### src/common/vga_gc_pkg.sv
// How it works
// - Two-bit write mode selects one of four host write behaviours.
// - Write mode 0 rotates the host byte before it feeds the planes not using set/reset.
// - Mode 0 planes with set/reset enabled take the replicated set/reset bit.
// - Extended bypass bit makes mode 0 use host data for every plane.
// - Mode 0 combines set/reset output with latches by function select.
// - Modes 0 and 2 write only enabled planes and enabled bit positions.
// - Mode 1 writes the latches to the enabled planes and ignores the bit mask.
// - Mode 2 replicates host bits 3..0 across bytes of planes 3..0.
// - Mode 2 bypasses rotator, set/reset and function select.
// - Mode 3 plane data is the replicated set/reset value bit.
// - Mode 3 bit enable is bit mask AND the rotated host byte.
// - Memory map field decodes the host aperture base and length.
// - Odd/even chaining steers even addresses to planes 0,2 and odd to 1,3.
// - Graphics-mode bit selects points-addressable graphics or text operation.
// - Compare-include bit zero makes that plane always match.
// - Bit mask bit one allows writing that bit, zero preserves it.
// - Bit mask and plane enable protection apply independently.
// - Function select: 00 pass, 01 AND, 10 OR, 11 XOR with latch byte.
// - Read mode 0 returns the byte of the selected plane.
// - Read mode 1 returns one per bit where included planes match color.
package vga_gc_pkg;

  // ------------------------------------------------------------
  // Register indices and reset values
  // ------------------------------------------------------------
  localparam int IDX_W = 6;
  localparam logic [5:0] IDX_MISC = 6'h06;
  localparam logic [5:0] IDX_CMP = 6'h07;
  localparam logic [5:0] IDX_MASK = 6'h08;
  localparam logic [5:0] IDX_RST = 6'h00;
  localparam logic [3:0] MISC_RST = 4'h0;
  localparam logic [3:0] CMP_RST = 4'h0;
  localparam logic [7:0] MASK_RST = 8'hFF;

  // ------------------------------------------------------------
  // Field positions of the miscellaneous register
  // ------------------------------------------------------------
  localparam int MISC_GFX_BIT = 0;
  localparam int MISC_CHAIN_BIT = 1;
  localparam int MISC_MAP_LSB = 2;

  // ------------------------------------------------------------
  // Encodings
  // ------------------------------------------------------------
  localparam logic [1:0] MAP_A000_128K = 2'h0;
  localparam logic [1:0] MAP_A000_64K = 2'h1;
  localparam logic [1:0] MAP_B000_32K = 2'h2;
  localparam logic [1:0] MAP_B800_32K = 2'h3;
  localparam logic [1:0] FSEL_PASS = 2'h0;
  localparam logic [1:0] FSEL_AND = 2'h1;
  localparam logic [1:0] FSEL_OR = 2'h2;
  localparam logic [1:0] FSEL_XOR = 2'h3;
  localparam logic [1:0] WMODE_0 = 2'h0;
  localparam logic [1:0] WMODE_1 = 2'h1;
  localparam logic [1:0] WMODE_2 = 2'h2;
  localparam logic [1:0] WMODE_3 = 2'h3;

  // Control bits owned by neighbouring register groups
  typedef struct packed {
    logic [3:0] set_reset_value;
    logic [3:0] set_reset_enable;
    logic [3:0] compare_color_value;
    logic [1:0] function_select;
    logic [2:0] rotate_count;
    logic [1:0] read_plane_select;
    logic read_mode;
    logic [1:0] write_mode;
    logic [3:0] plane_write_enable;
    logic ext_sr_bypass;
  } cfg_t;

  // One access to the four display memory planes
  typedef struct packed {
    logic wr;
    logic rd;
    logic [15:0] addr;
    logic [3:0] plane_en;
    logic [7:0] bit_mask;
    logic [31:0] data;
  } vram_req_t;

  typedef enum logic [1:0] {
    ST_IDLE = 2'b01,
    ST_RDWAIT = 2'b10
  } state_t;

endpackage

### src/hw/planar_display_memory_write_read_path.sv
`timescale 1ns/1ps
module planar_display_memory_write_read_path #(
  parameter int PLANES = 4
) (
  input wire logic i_mclk,
  input wire logic i_reset,
  input wire logic i_ce,
  input wire logic i_io_wr,
  input wire logic i_io_rd,
  input wire logic i_io_index_sel,
  input wire logic [7:0] i_io_wdata,
  output logic [7:0] o_io_rdata,
  input wire vga_gc_pkg::cfg_t i_cfg,
  input wire logic i_mem_wr,
  input wire logic i_mem_rd,
  input wire logic [16:0] i_mem_addr,
  input wire logic [7:0] i_mem_wdata,
  output logic o_mem_hit,
  output logic o_mem_ready,
  output logic o_mem_rvalid,
  output logic [7:0] o_mem_rdata,
  output vga_gc_pkg::vram_req_t o_vram,
  input wire logic [31:0] i_vram_rdata,
  input wire logic i_vram_rvalid,
  output logic o_graphics_mode
);

  // The set/reset, compare and enable fields are four bits wide
  if (PLANES != 4) begin : g_bad_planes
    $error("planar path serves exactly four planes");
  end

  // ------------------------------------------------------------
  // State
  // ------------------------------------------------------------
  vga_gc_pkg::state_t state_q;
  vga_gc_pkg::state_t state_d;
  logic [5:0] index_q;
  logic [3:0] misc_q;
  logic [3:0] cmp_q;
  logic [7:0] mask_q;
  logic [31:0] latch_q;
  logic [1:0] rsel_q;
  logic rmode_q;

  // ------------------------------------------------------------
  // Index/data register port
  // ------------------------------------------------------------
  wire io_data_wr = i_ce && i_io_wr && !i_io_index_sel;
  wire [7:0] misc_rd = {4'h0, misc_q};
  wire [7:0] cmp_rd = {4'h0, cmp_q};
  // Unknown indices read as zero so other groups can share the port
  wire [7:0] data_rd = (index_q == vga_gc_pkg::IDX_MISC) ? misc_rd :
                       (index_q == vga_gc_pkg::IDX_CMP) ? cmp_rd :
                       (index_q == vga_gc_pkg::IDX_MASK) ? mask_q : 8'h00;
  wire [7:0] io_rd_val = i_io_index_sel ? {2'h0, index_q} : data_rd;

  // Index and control registers
  always_ff @(posedge i_mclk) begin
    if (i_reset) begin
      index_q <= vga_gc_pkg::IDX_RST;
      misc_q <= vga_gc_pkg::MISC_RST;
      cmp_q <= vga_gc_pkg::CMP_RST;
      mask_q <= vga_gc_pkg::MASK_RST;
      o_io_rdata <= 8'h00;
    end else if (i_ce) begin
      if (i_io_wr && i_io_index_sel) begin
        index_q <= i_io_wdata[5:0];
      end
      if (io_data_wr && index_q == vga_gc_pkg::IDX_MISC) begin
        misc_q <= i_io_wdata[3:0];
      end
      if (io_data_wr && index_q == vga_gc_pkg::IDX_CMP) begin
        cmp_q <= i_io_wdata[3:0];
      end
      if (io_data_wr && index_q == vga_gc_pkg::IDX_MASK) begin
        mask_q <= i_io_wdata;
      end
      if (i_io_rd) begin
        o_io_rdata <= io_rd_val;
      end
    end
  end

  assign o_graphics_mode = misc_q[vga_gc_pkg::MISC_GFX_BIT];

  // ------------------------------------------------------------
  // Host aperture decode and plane addressing
  // ------------------------------------------------------------
  wire [1:0] map = misc_q[vga_gc_pkg::MISC_MAP_LSB +: 2];
  wire chain = misc_q[vga_gc_pkg::MISC_CHAIN_BIT];
  wire hit_64k = !i_mem_addr[16];
  wire hit_b000 = i_mem_addr[16:15] == 2'h2;
  wire hit_b800 = i_mem_addr[16:15] == 2'h3;
  assign o_mem_hit = (map == vga_gc_pkg::MAP_A000_128K) ||
                     (map == vga_gc_pkg::MAP_A000_64K && hit_64k) ||
                     (map == vga_gc_pkg::MAP_B000_32K && hit_b000) ||
                     (map == vga_gc_pkg::MAP_B800_32K && hit_b800);
  wire [16:0] off = (map == vga_gc_pkg::MAP_A000_128K) ? i_mem_addr :
                    (map == vga_gc_pkg::MAP_A000_64K) ? {1'b0, i_mem_addr[15:0]} :
                    {2'h0, i_mem_addr[14:0]};
  // bit 0 swapped for a high bit
  wire [15:0] plane_addr = chain ? {off[15:1], off[16]} : off[15:0];
  wire [3:0] chain_planes = !chain ? 4'hF : (off[0] ? 4'hA : 4'h5);
  wire [1:0] read_plane = chain ? {i_cfg.read_plane_select[1], off[0]} :
                          i_cfg.read_plane_select;

  // ------------------------------------------------------------
  // Request acceptance
  // ------------------------------------------------------------
  // A read holds off new requests until its data returns
  assign o_mem_ready = state_q == vga_gc_pkg::ST_IDLE;
  wire wr_go = i_ce && i_mem_wr && o_mem_hit && o_mem_ready;
  wire rd_go = i_ce && i_mem_rd && !i_mem_wr && o_mem_hit && o_mem_ready;
  wire rd_done = i_ce && i_vram_rvalid && state_q == vga_gc_pkg::ST_RDWAIT;

  // ------------------------------------------------------------
  // Write datapath
  // ------------------------------------------------------------
  wire [15:0] rot_dbl = {i_mem_wdata, i_mem_wdata} >> i_cfg.rotate_count;
  wire [7:0] rot = rot_dbl[7:0];
  wire [1:0] wmode = i_cfg.write_mode;
  wire [1:0] fsel = i_cfg.function_select;
  logic [31:0] wr_data;

  // Per-plane data selection
  for (genvar p = 0; p < PLANES; p++) begin : g_plane
    wire [7:0] latch_b = latch_q[8*p +: 8];
    wire [7:0] srv_b = {8{i_cfg.set_reset_value[p]}};
    wire use_sr = i_cfg.set_reset_enable[p] && !i_cfg.ext_sr_bypass;
    wire [7:0] sr_out = use_sr ? srv_b : rot;
    wire [7:0] alu = (fsel == vga_gc_pkg::FSEL_AND) ? (sr_out & latch_b) :
                     (fsel == vga_gc_pkg::FSEL_OR) ? (sr_out | latch_b) :
                     (fsel == vga_gc_pkg::FSEL_XOR) ? (sr_out ^ latch_b) : sr_out;
    wire [7:0] m2 = {8{i_mem_wdata[p]}};
    assign wr_data[8*p +: 8] = (wmode == vga_gc_pkg::WMODE_0) ? alu :
                               (wmode == vga_gc_pkg::WMODE_1) ? latch_b :
                               (wmode == vga_gc_pkg::WMODE_2) ? m2 : srv_b;
  end

  wire [7:0] wr_mask = (wmode == vga_gc_pkg::WMODE_1) ? 8'hFF :
                       (wmode == vga_gc_pkg::WMODE_3) ? (mask_q & rot) : mask_q;
  wire [3:0] wr_planes = i_cfg.plane_write_enable & chain_planes;

  // ------------------------------------------------------------
  // Read datapath
  // ------------------------------------------------------------
  logic [7:0] cmp_hit;
  // Per-bit colour compare across the planes
  for (genvar b = 0; b < 8; b++) begin : g_bit
    wire [3:0] px = {i_vram_rdata[24+b], i_vram_rdata[16+b],
                     i_vram_rdata[8+b], i_vram_rdata[b]};
    assign cmp_hit[b] = &(~cmp_q | ~(px ^ i_cfg.compare_color_value));
  end
  wire [7:0] plane_byte = i_vram_rdata[8*rsel_q +: 8];
  wire [7:0] rd_val = rmode_q ? cmp_hit : plane_byte;

  // ------------------------------------------------------------
  // Sequencing
  // ------------------------------------------------------------
  always_comb begin
    state_d = state_q;
    unique case (state_q)
      vga_gc_pkg::ST_IDLE: begin
        if (rd_go) begin
          state_d = vga_gc_pkg::ST_RDWAIT;
        end
      end
      vga_gc_pkg::ST_RDWAIT: begin
        if (rd_done) begin
          state_d = vga_gc_pkg::ST_IDLE;
        end
      end
      default: begin
        state_d = vga_gc_pkg::ST_IDLE;
      end
    endcase
  end

  // Request register toward the planes
  always_ff @(posedge i_mclk) begin
    if (i_reset) begin
      state_q <= vga_gc_pkg::ST_IDLE;
      o_vram <= '0;
      rsel_q <= 2'h0;
      rmode_q <= 1'b0;
    end else if (i_ce) begin
      state_q <= state_d;
      o_vram.wr <= wr_go;
      o_vram.rd <= rd_go;
      if (wr_go || rd_go) begin
        o_vram.addr <= plane_addr;
        o_vram.plane_en <= wr_go ? wr_planes : 4'hF;
        o_vram.bit_mask <= wr_go ? wr_mask : 8'h00;
        o_vram.data <= wr_go ? wr_data : 32'h0000_0000;
      end
      if (rd_go) begin
        rsel_q <= read_plane;
        rmode_q <= i_cfg.read_mode;
      end
    end
  end

  // Latches and read return; the latch load ignores read mode
  always_ff @(posedge i_mclk) begin
    if (i_reset) begin
      latch_q <= 32'h0000_0000;
      o_mem_rdata <= 8'h00;
      o_mem_rvalid <= 1'b0;
    end else if (i_ce) begin
      o_mem_rvalid <= rd_done;
      if (rd_done) begin
        latch_q <= i_vram_rdata;
        o_mem_rdata <= rd_val;
      end
    end
  end

  // ------------------------------------------------------------
  // Assertions
  // ------------------------------------------------------------
  property p_mode1_latch;
    @(posedge i_mclk) disable iff (i_reset)
    $past(wr_go) && $past(wmode) == vga_gc_pkg::WMODE_1 |->
      o_vram.data == $past(latch_q) && o_vram.bit_mask == 8'hFF;
  endproperty
  a_mode1_latch: assert property (p_mode1_latch) else $error("mode 1 data wrong");

  property p_mode0_pass;
    @(posedge i_mclk) disable iff (i_reset)
    $past(wr_go) && $past(wmode) == vga_gc_pkg::WMODE_0 &&
    $past(i_cfg.rotate_count) == 3'h0 && $past(fsel) == vga_gc_pkg::FSEL_PASS &&
    $past(i_cfg.ext_sr_bypass) |-> o_vram.data == {4{$past(i_mem_wdata)}};
  endproperty
  a_mode0_pass: assert property (p_mode0_pass) else $error("mode 0 bypass data wrong");

  property p_mode0_rot1;
    @(posedge i_mclk) disable iff (i_reset)
    $past(wr_go) && $past(wmode) == vga_gc_pkg::WMODE_0 &&
    $past(i_cfg.rotate_count) == 3'h1 && $past(fsel) == vga_gc_pkg::FSEL_PASS &&
    $past(i_cfg.ext_sr_bypass) |->
      o_vram.data[7:0] == {$past(i_mem_wdata[0]), $past(i_mem_wdata[7:1])};
  endproperty
  a_mode0_rot1: assert property (p_mode0_rot1) else $error("rotate by one wrong");

  property p_mode0_sr;
    @(posedge i_mclk) disable iff (i_reset)
    $past(wr_go) && $past(wmode) == vga_gc_pkg::WMODE_0 &&
    $past(i_cfg.set_reset_enable[0]) && !$past(i_cfg.ext_sr_bypass) &&
    $past(fsel) == vga_gc_pkg::FSEL_PASS |->
      o_vram.data[7:0] == {8{$past(i_cfg.set_reset_value[0])}};
  endproperty
  a_mode0_sr: assert property (p_mode0_sr) else $error("set/reset plane 0 wrong");

  property p_mode0_xor;
    @(posedge i_mclk) disable iff (i_reset)
    $past(wr_go) && $past(wmode) == vga_gc_pkg::WMODE_0 &&
    $past(fsel) == vga_gc_pkg::FSEL_XOR && $past(i_cfg.ext_sr_bypass) |->
      o_vram.data[15:8] == ($past(rot) ^ $past(latch_q[15:8]));
  endproperty
  a_mode0_xor: assert property (p_mode0_xor) else $error("xor combine wrong");

  property p_mode2_rep;
    @(posedge i_mclk) disable iff (i_reset)
    $past(wr_go) && $past(wmode) == vga_gc_pkg::WMODE_2 |->
      o_vram.data[31:24] == {8{$past(i_mem_wdata[3])}} && o_vram.bit_mask == $past(mask_q);
  endproperty
  a_mode2_rep: assert property (p_mode2_rep) else $error("mode 2 plane 3 wrong");

  property p_mode3_mask;
    @(posedge i_mclk) disable iff (i_reset)
    $past(wr_go) && $past(wmode) == vga_gc_pkg::WMODE_3 |->
      o_vram.bit_mask == ($past(mask_q) & $past(rot));
  endproperty
  a_mode3_mask: assert property (p_mode3_mask) else $error("mode 3 bit enable wrong");

  property p_planes;
    @(posedge i_mclk) disable iff (i_reset)
    o_vram.wr && $past(i_ce) |-> (o_vram.plane_en & ~$past(i_cfg.plane_write_enable)) == 4'h0;
  endproperty
  a_planes: assert property (p_planes) else $error("disabled plane written");

  property p_latch_load;
    @(posedge i_mclk) disable iff (i_reset)
    rd_done |=> latch_q == $past(i_vram_rdata) && o_mem_rvalid;
  endproperty
  a_latch_load: assert property (p_latch_load) else $error("latches not loaded");

  property p_map3;
    @(posedge i_mclk) disable iff (i_reset)
    i_ce && map == vga_gc_pkg::MAP_B800_32K && !hit_b800 |=> !o_vram.wr && !o_vram.rd;
  endproperty
  a_map3: assert property (p_map3) else $error("access outside aperture");

endmodule

### config.mk
export PLATFORM = sky130hd
export DESIGN_NAME = planar_display_memory_write_read_path
export DESIGN_NICKNAME = d
export VERILOG_FILES = /design/src/common/vga_gc_pkg.sv /design/src/hw/planar_display_memory_write_read_path.sv
export SDC_FILE = /design/constraint.sdc
export NUM_CORES = 1
export LEC_CHECK = 0
export CAP_MARGIN = 20
export CORE_MARGIN = 2
export CORE_UTILIZATION = 56
export CTS_CLUSTER_DIAMETER = 100
export DETAILED_ROUTE_END_ITERATION = 12
export DONT_BUFFER_PORTS = 1
export GPL_TIMING_DRIVEN = 0
export MAX_ROUTING_LAYER = met4
export PLACE_DENSITY = 0.71
export SYNTH_ARGS = -nofsm -noshare
export SYNTH_HDL_FRONTEND = slang
export SYNTH_SLANG_ARGS = --single-unit
### constraint.sdc
create_clock -name i_mclk -period 5.7 [get_ports i_mclk]
set_input_delay 0.855 -clock i_mclk [delete_from_list [all_inputs] [get_ports i_mclk]]
set_output_delay 0.855 -clock i_mclk [all_outputs]
set_load 0.02 [all_outputs]
Yosys cells after proc, flatten, opt, wreduce, memory -nomap -nowiden
Index checks and enable logic that the tools add are counted. W data, S select, Z words.

Bits in registers: 138. Input bits: 101. Output and inout port bits: 82.

Equality and inequality tests: 18. Shift-type cells: 2. Muxes and demuxes: 47. Bitwise operators: 39. Reductions and logical operators: 49.

Operators with widths (number): $mux W8 (36); $and A8 B8 Y8 (5); $not A4 Y4 (9); $mux W32 (1); $or A4 B4 Y4 (8); $or A8 B8 Y8 (4); $reduce_and A4 Y1 (8); $shiftx A32 B6 Y8 (1); $xor A4 B4 Y4 (8); $xor A8 B8 Y8 (4); $logic_and A1 B1 Y1 (22); $eq A2 B2 Y1 const B (9); $mux W17 (1); $mux W16 (1); $reduce_and A2 Y1 (8); $shr A16 B3 Y8 (1); $eq A6 B3 Y1 const B (2); $mux W4 (3); $eq A2 B1 Y1 const B (4); $eq A6 B4 Y1 const B (1); $and A4 B4 Y4 (1); $logic_not A1 Y1 (4); $logic_not A2 Y1 (2); $logic_or A1 B1 Y1 (4); other kinds (6) (8).

Longest topological paths before layout
Word-level depth: 9. Mapped depth: 11. Gate-level depth less buffers: 9.

Least setup slack after synthesis
OpenSTA, ideal clock, no wires.

Path type: input -> register. Start point: input i_cfg[11] in the netlist's numbering. End point: register o_vram[25] in the netlist's numbering. Setup time: 0.117 ns. Data arrival time: 3.063 ns. Setup slack: 2.519 ns. Cell stages on the path: 9. Path buffers: 1. Path through: buf_6 mux4_1 mux2i_2 o21a_1 ha_1 a21bo_2 a311oi_1 o21bai_1 a32o_1.

Longest elaborated chain between the ends: 8. Elaborated cells between the ends (all ways): 10.

RTL lines: from (decl) (line planar_display_memory_write_read_path.sv:13) `input wire vga_gc_pkg::cfg_t i_cfg,`; $shr A16 B3 Y8 * (line planar_display_memory_write_read_path.sv:120) `wire [15:0] rot_dbl = {i_mem_wdata, i_mem_wdata} >> i_cfg.rotate_count;`; $mux W8 * (line planar_display_memory_write_read_path.sv:131) `wire [7:0] sr_out = use_sr ? srv_b : rot;`; $xor A8 B8 Y8 (line planar_display_memory_write_read_path.sv:134) `(fsel == vga_gc_pkg::FSEL_XOR) ? (sr_out ^ latch_b) : sr_out;`; $mux W8 (line planar_display_memory_write_read_path.sv:134); $mux W8 (line planar_display_memory_write_read_path.sv:133) `(fsel == vga_gc_pkg::FSEL_OR) ? (sr_out | latch_b) :`; $mux W8 * (line planar_display_memory_write_read_path.sv:132) `wire [7:0] alu = (fsel == vga_gc_pkg::FSEL_AND) ? (sr_out & latch_b) :`; $mux W8 * (line planar_display_memory_write_read_path.sv:136) `assign wr_data[8*p +: 8] = (wmode == vga_gc_pkg::WMODE_0) ? alu :`; $mux W32 * (line planar_display_memory_write_read_path.sv:195) `o_vram.data <= wr_go ? wr_data : 32'h0000_0000;`; to (decl) (line planar_display_memory_write_read_path.sv:22) `output vga_gc_pkg::vram_req_t o_vram,`.

Mark *: on every way between the ends. The rest lies on a longest branch, timed or not. A chain may end at the register's enable or synchronous reset.

Worst setup path in the final report
Ends and elaborated chain as after synthesis.

==> impl_metrics.yaml <==
cells_and_area:
  seq_area_um2: 2760
  drive_above_1_share_pct: 6.96
  nFillCells: 1466
  antenna_cells: 0
  post-route-util_pct: 62.3
  area_growth_pct: 9.63
  nets: 1317
  multi_input_area_um2: 5960
yosys:
  synthesis.area_um2: 9360
  synth-seq-cells: 138
  synth_cell_types: 59
  avgSynthCellArea_um2: 8.27
  synthArstFlopShare_pct: 0
  ys.flop_type: "dfxtp_1"
  synth_cells: 1131
  yosys_warnings: 0
  synth_commonest_cells: "dfxtp_1 (138), nand2_1 (133), a21oi_1 (125)"
  syn_nets: 1296
  synth_most_common_cell: "dfxtp_1"
  yosysSeqAreaShare_pct: 29.5
  synthTopCellsByArea: "dfxtp_1 (30%), ha_1 (8.6%), a21oi_1 (6.7%)"
  synth_enable_flop_cells: 0
  synth_top_cell_by_area: "dfxtp_1"
  synth.top_cell.area_share_pct: 29.5
critical_path:
  slowest_stage: "mux2i_2"
  cpPeakStageDelay_ns: 0.64
  critPathLaunchType: "input pin"
  cp.arrival_ns: 3.54
  path_class: "in2reg"
  end_kind: "register"
  rrSetupSlack_ns: 3.15
  r2r_start: "misc_q[3]$_SDFFE_PP0P_"
  r2r-end: "o_vram[25]$_SDFFE_PP0P_"
  cp_cell_sequence: "buf_6, mux4_1, mux2i_2, o21a_1, ha_1, a21bo_2, a311oi_1, o21bai_1, a32o_1"
  worst-path-buf-inv: 1
  required_ns: 6.02
  path_delay_family: "multiplexers"
  rr_worst_depth: 6
  cp_max_fo: 9
hold_path:
  min_from: "rmode_q$_SDFFE_PP0P_"
  hold_depth: 2
  min_to: "rmode_q$_SDFFE_PP0P_"
  min_path_type: "reg2reg"
floorplan:
  pin_count: 183
  start_util_pct: 56.8
  die-area_um2: 17800
  chipWidth_um: 133
  fp.dieH_um: 133
  rows: 47
  core_area_um2: 16500
clock_network:
  ctsResizeCount: 0
  cts.sinks: 138
  cts_root_buf: "clkbuf_16"
  cts_setup_buffers: 0
  htree_levels: 4
  clock_path_buffers: 2
  cts_tree: "built"
  cts_inserted_buffers: 17
  path_clk_slew_ns: 0.06
  clk_latency_ns: 0.43
  ctsHoldBuffers: 0
timing:
  fin_tns_setup_ns: 0
  skew_ns: 0.00666
  setup_viol: 0
  max_clock_freq_ghz: 0.311
  slew_viol_final: 0
  relSlewSlack_pct: 20.7
  worstMarginPinSlew_ns: 1.18
  final.period_utilization_pct: 56.5
  finalCriticalPeriod_ns: 3.22
  finalHoldViolations: 0
  rsz0062_at_grt: "no"
global_routing:
  grt_start_max_net_pins: 17
  grt_usage_pct: 34.8
  grt_pass1_wl_um: 46900
  gr-total-overflow: 0
  grt_pass1_vias: 8384
  antenna_found_initial: 0
place:
  port_buffers: 0
  dp_hpwl_um: 22300
  gp_congestion: 0.967
pwr:
  power.density_nw_per_um2: 260
  vdd.ir_drop.worst_v: 0.000222
  leakage_nw: 3.98
route:
  drt-wirelength-per-cell_um: 21.9
  post-route-drc-count: 0
  drtIter0Drc: 719
  wl_um: 30300
  drtPass1Iterations: 5
  ant_nets: 0
  vias_per_cell: 6.37
  vias: 8820
status:
  run_status: "complete, no violations"
run:
  drv_cap: 0
==> cells by family (layout without fill, tap and decap cells) <==
| logic type | count (synthesis) | count (layout) | synth area share [%] |
|---|---|---|---|
| AND/OR/NAND/NOR | 370 | 370 | 20.4 |
| AO/OA/AOI/OAI | 321 | 321 | 24.1 |
| buffers and inverters | 164 | 197 | 6.82 |
| flip-flops | 138 | 138 | 29.5 |
| adder cells (fa/ha/maj) | 64 | 64 | 8.56 |
| multiplexers | 42 | 42 | 7.62 |
| XOR/XNOR | 32 | 32 | 3.00 |
==> where the power goes <==
part / switching, W / internal (W) / leakage [nW]
sequential: 0.0000600 / 0.000998 / 1.12
combinational: 0.000261 / 0.000175 / 2.57
clock: 0.000463 / 0.000716 / 0.297
==> per-stage QoR <==
step / cell area [um2] / total power, W / worst slack [ns] / instances / hold slack [ns]
final: 10300 / 0.00267 / 2.48 / 1384 / 0.489
after global routing: 10300 / 0.00276 / 2.38 / 1384 / 0.529
after detailed placement: 9630 / 0.00150 / 2.03 / 1351 / 0.483
after CTS: 10200 / 0.00267 / 2.49 / 1382 / 0.491
after global placement: 9630 / 0.00149 / 2.10 / 1351 / 0.466
after floorplan: 9360 / 0.00140 / 2.52 / 1131 / 0.443
==> state kept, by name, summed over array words and instances, names as in the netlist, 2 cells and up <==
name and count:
o_vram 62, latch_q 32, mask_q 8, o_io_rdata 8, o_mem_rdata 8, index_q 6
cmp_q 4, misc_q 4, rsel_q 2, state_q 2
==> metal layers <==
metal / routed length (um) / vias up / global-route usage (%)
met5: 0 / - / -
li1: - / 4119 / -
met1: 12400 / 4185 / 43.9
met2: 13600 / 446 / 53.5
met3: 3290 / 70 / 9.32
met4: 932 / 0 / 13.1
==> how the worst max path moves through the flow <==
stage,from,endpoint,slack (ns),depth (start not counted)
after global placement,i_cfg[12],o_vram[24]$_SDFFE_PP0P_,2.10,9
after detailed placement,i_cfg[12],o_vram[24]$_SDFFE_PP0P_,2.03,9
after CTS,i_cfg[12],o_vram[24]$_SDFFE_PP0P_,2.49,9
after global routing,i_cfg[12],o_vram[24]$_SDFFE_PP0P_,2.38,10
after floorplan,i_cfg[11],o_vram[25]$_SDFFE_PP0P_,2.52,9
final,i_cfg[11],o_vram[25]$_SDFFE_PP0P_,2.48,9
==> placed cells by master (no fill, tap or decap), types with 12 or more instances in the layout <==
| cell | count |
|---|---|
| a21oi_1 | 125 |
| a221o_1 | 15 |
| a32o_1 | 35 |
| and3_1 | 12 |
| and3b_1 | 12 |
| buf_2 | 13 |
| clkbuf_1 | 72 |
| clkbuf_16 | 17 |
| dfxtp_1 | 138 |
| ha_1 | 64 |
| inv_1 | 73 |
| mux2i_1 | 18 |
| nand2_1 | 133 |
| nand2b_1 | 26 |
| nand3_1 | 54 |
| nand3b_1 | 25 |
| nor2_1 | 48 |
| nor2b_1 | 21 |
| o21a_1 | 32 |
| o21ai_0 | 24 |
| o21bai_1 | 12 |
| xor2_1 | 32 |
==> area by class of cell <==
| cell class | count | area share [%] |
|---|---|---|
| Multi-Input combinational cell | 829 | 58.1 |
| Clock buffer | 19 | 4.42 |
| Inverter | 73 | 2.67 |
| Timing Repair Buffer | 2 | 0.0976 |
| Sequential cell | 138 | 26.9 |
| Tap cell | 220 | 2.68 |
| Clock inverter | 12 | 1.59 |
| Buffer | 91 | 3.55 |
==> worst register-to-register path: cells and delay by family (launching register included) <==
family	cells	cell delay [ns]
compound gates	3	1.03
buf+inv	2	0.82
flops	1	0.45
simple gates	1	0.20
Power figures use the tool's default switching activity.
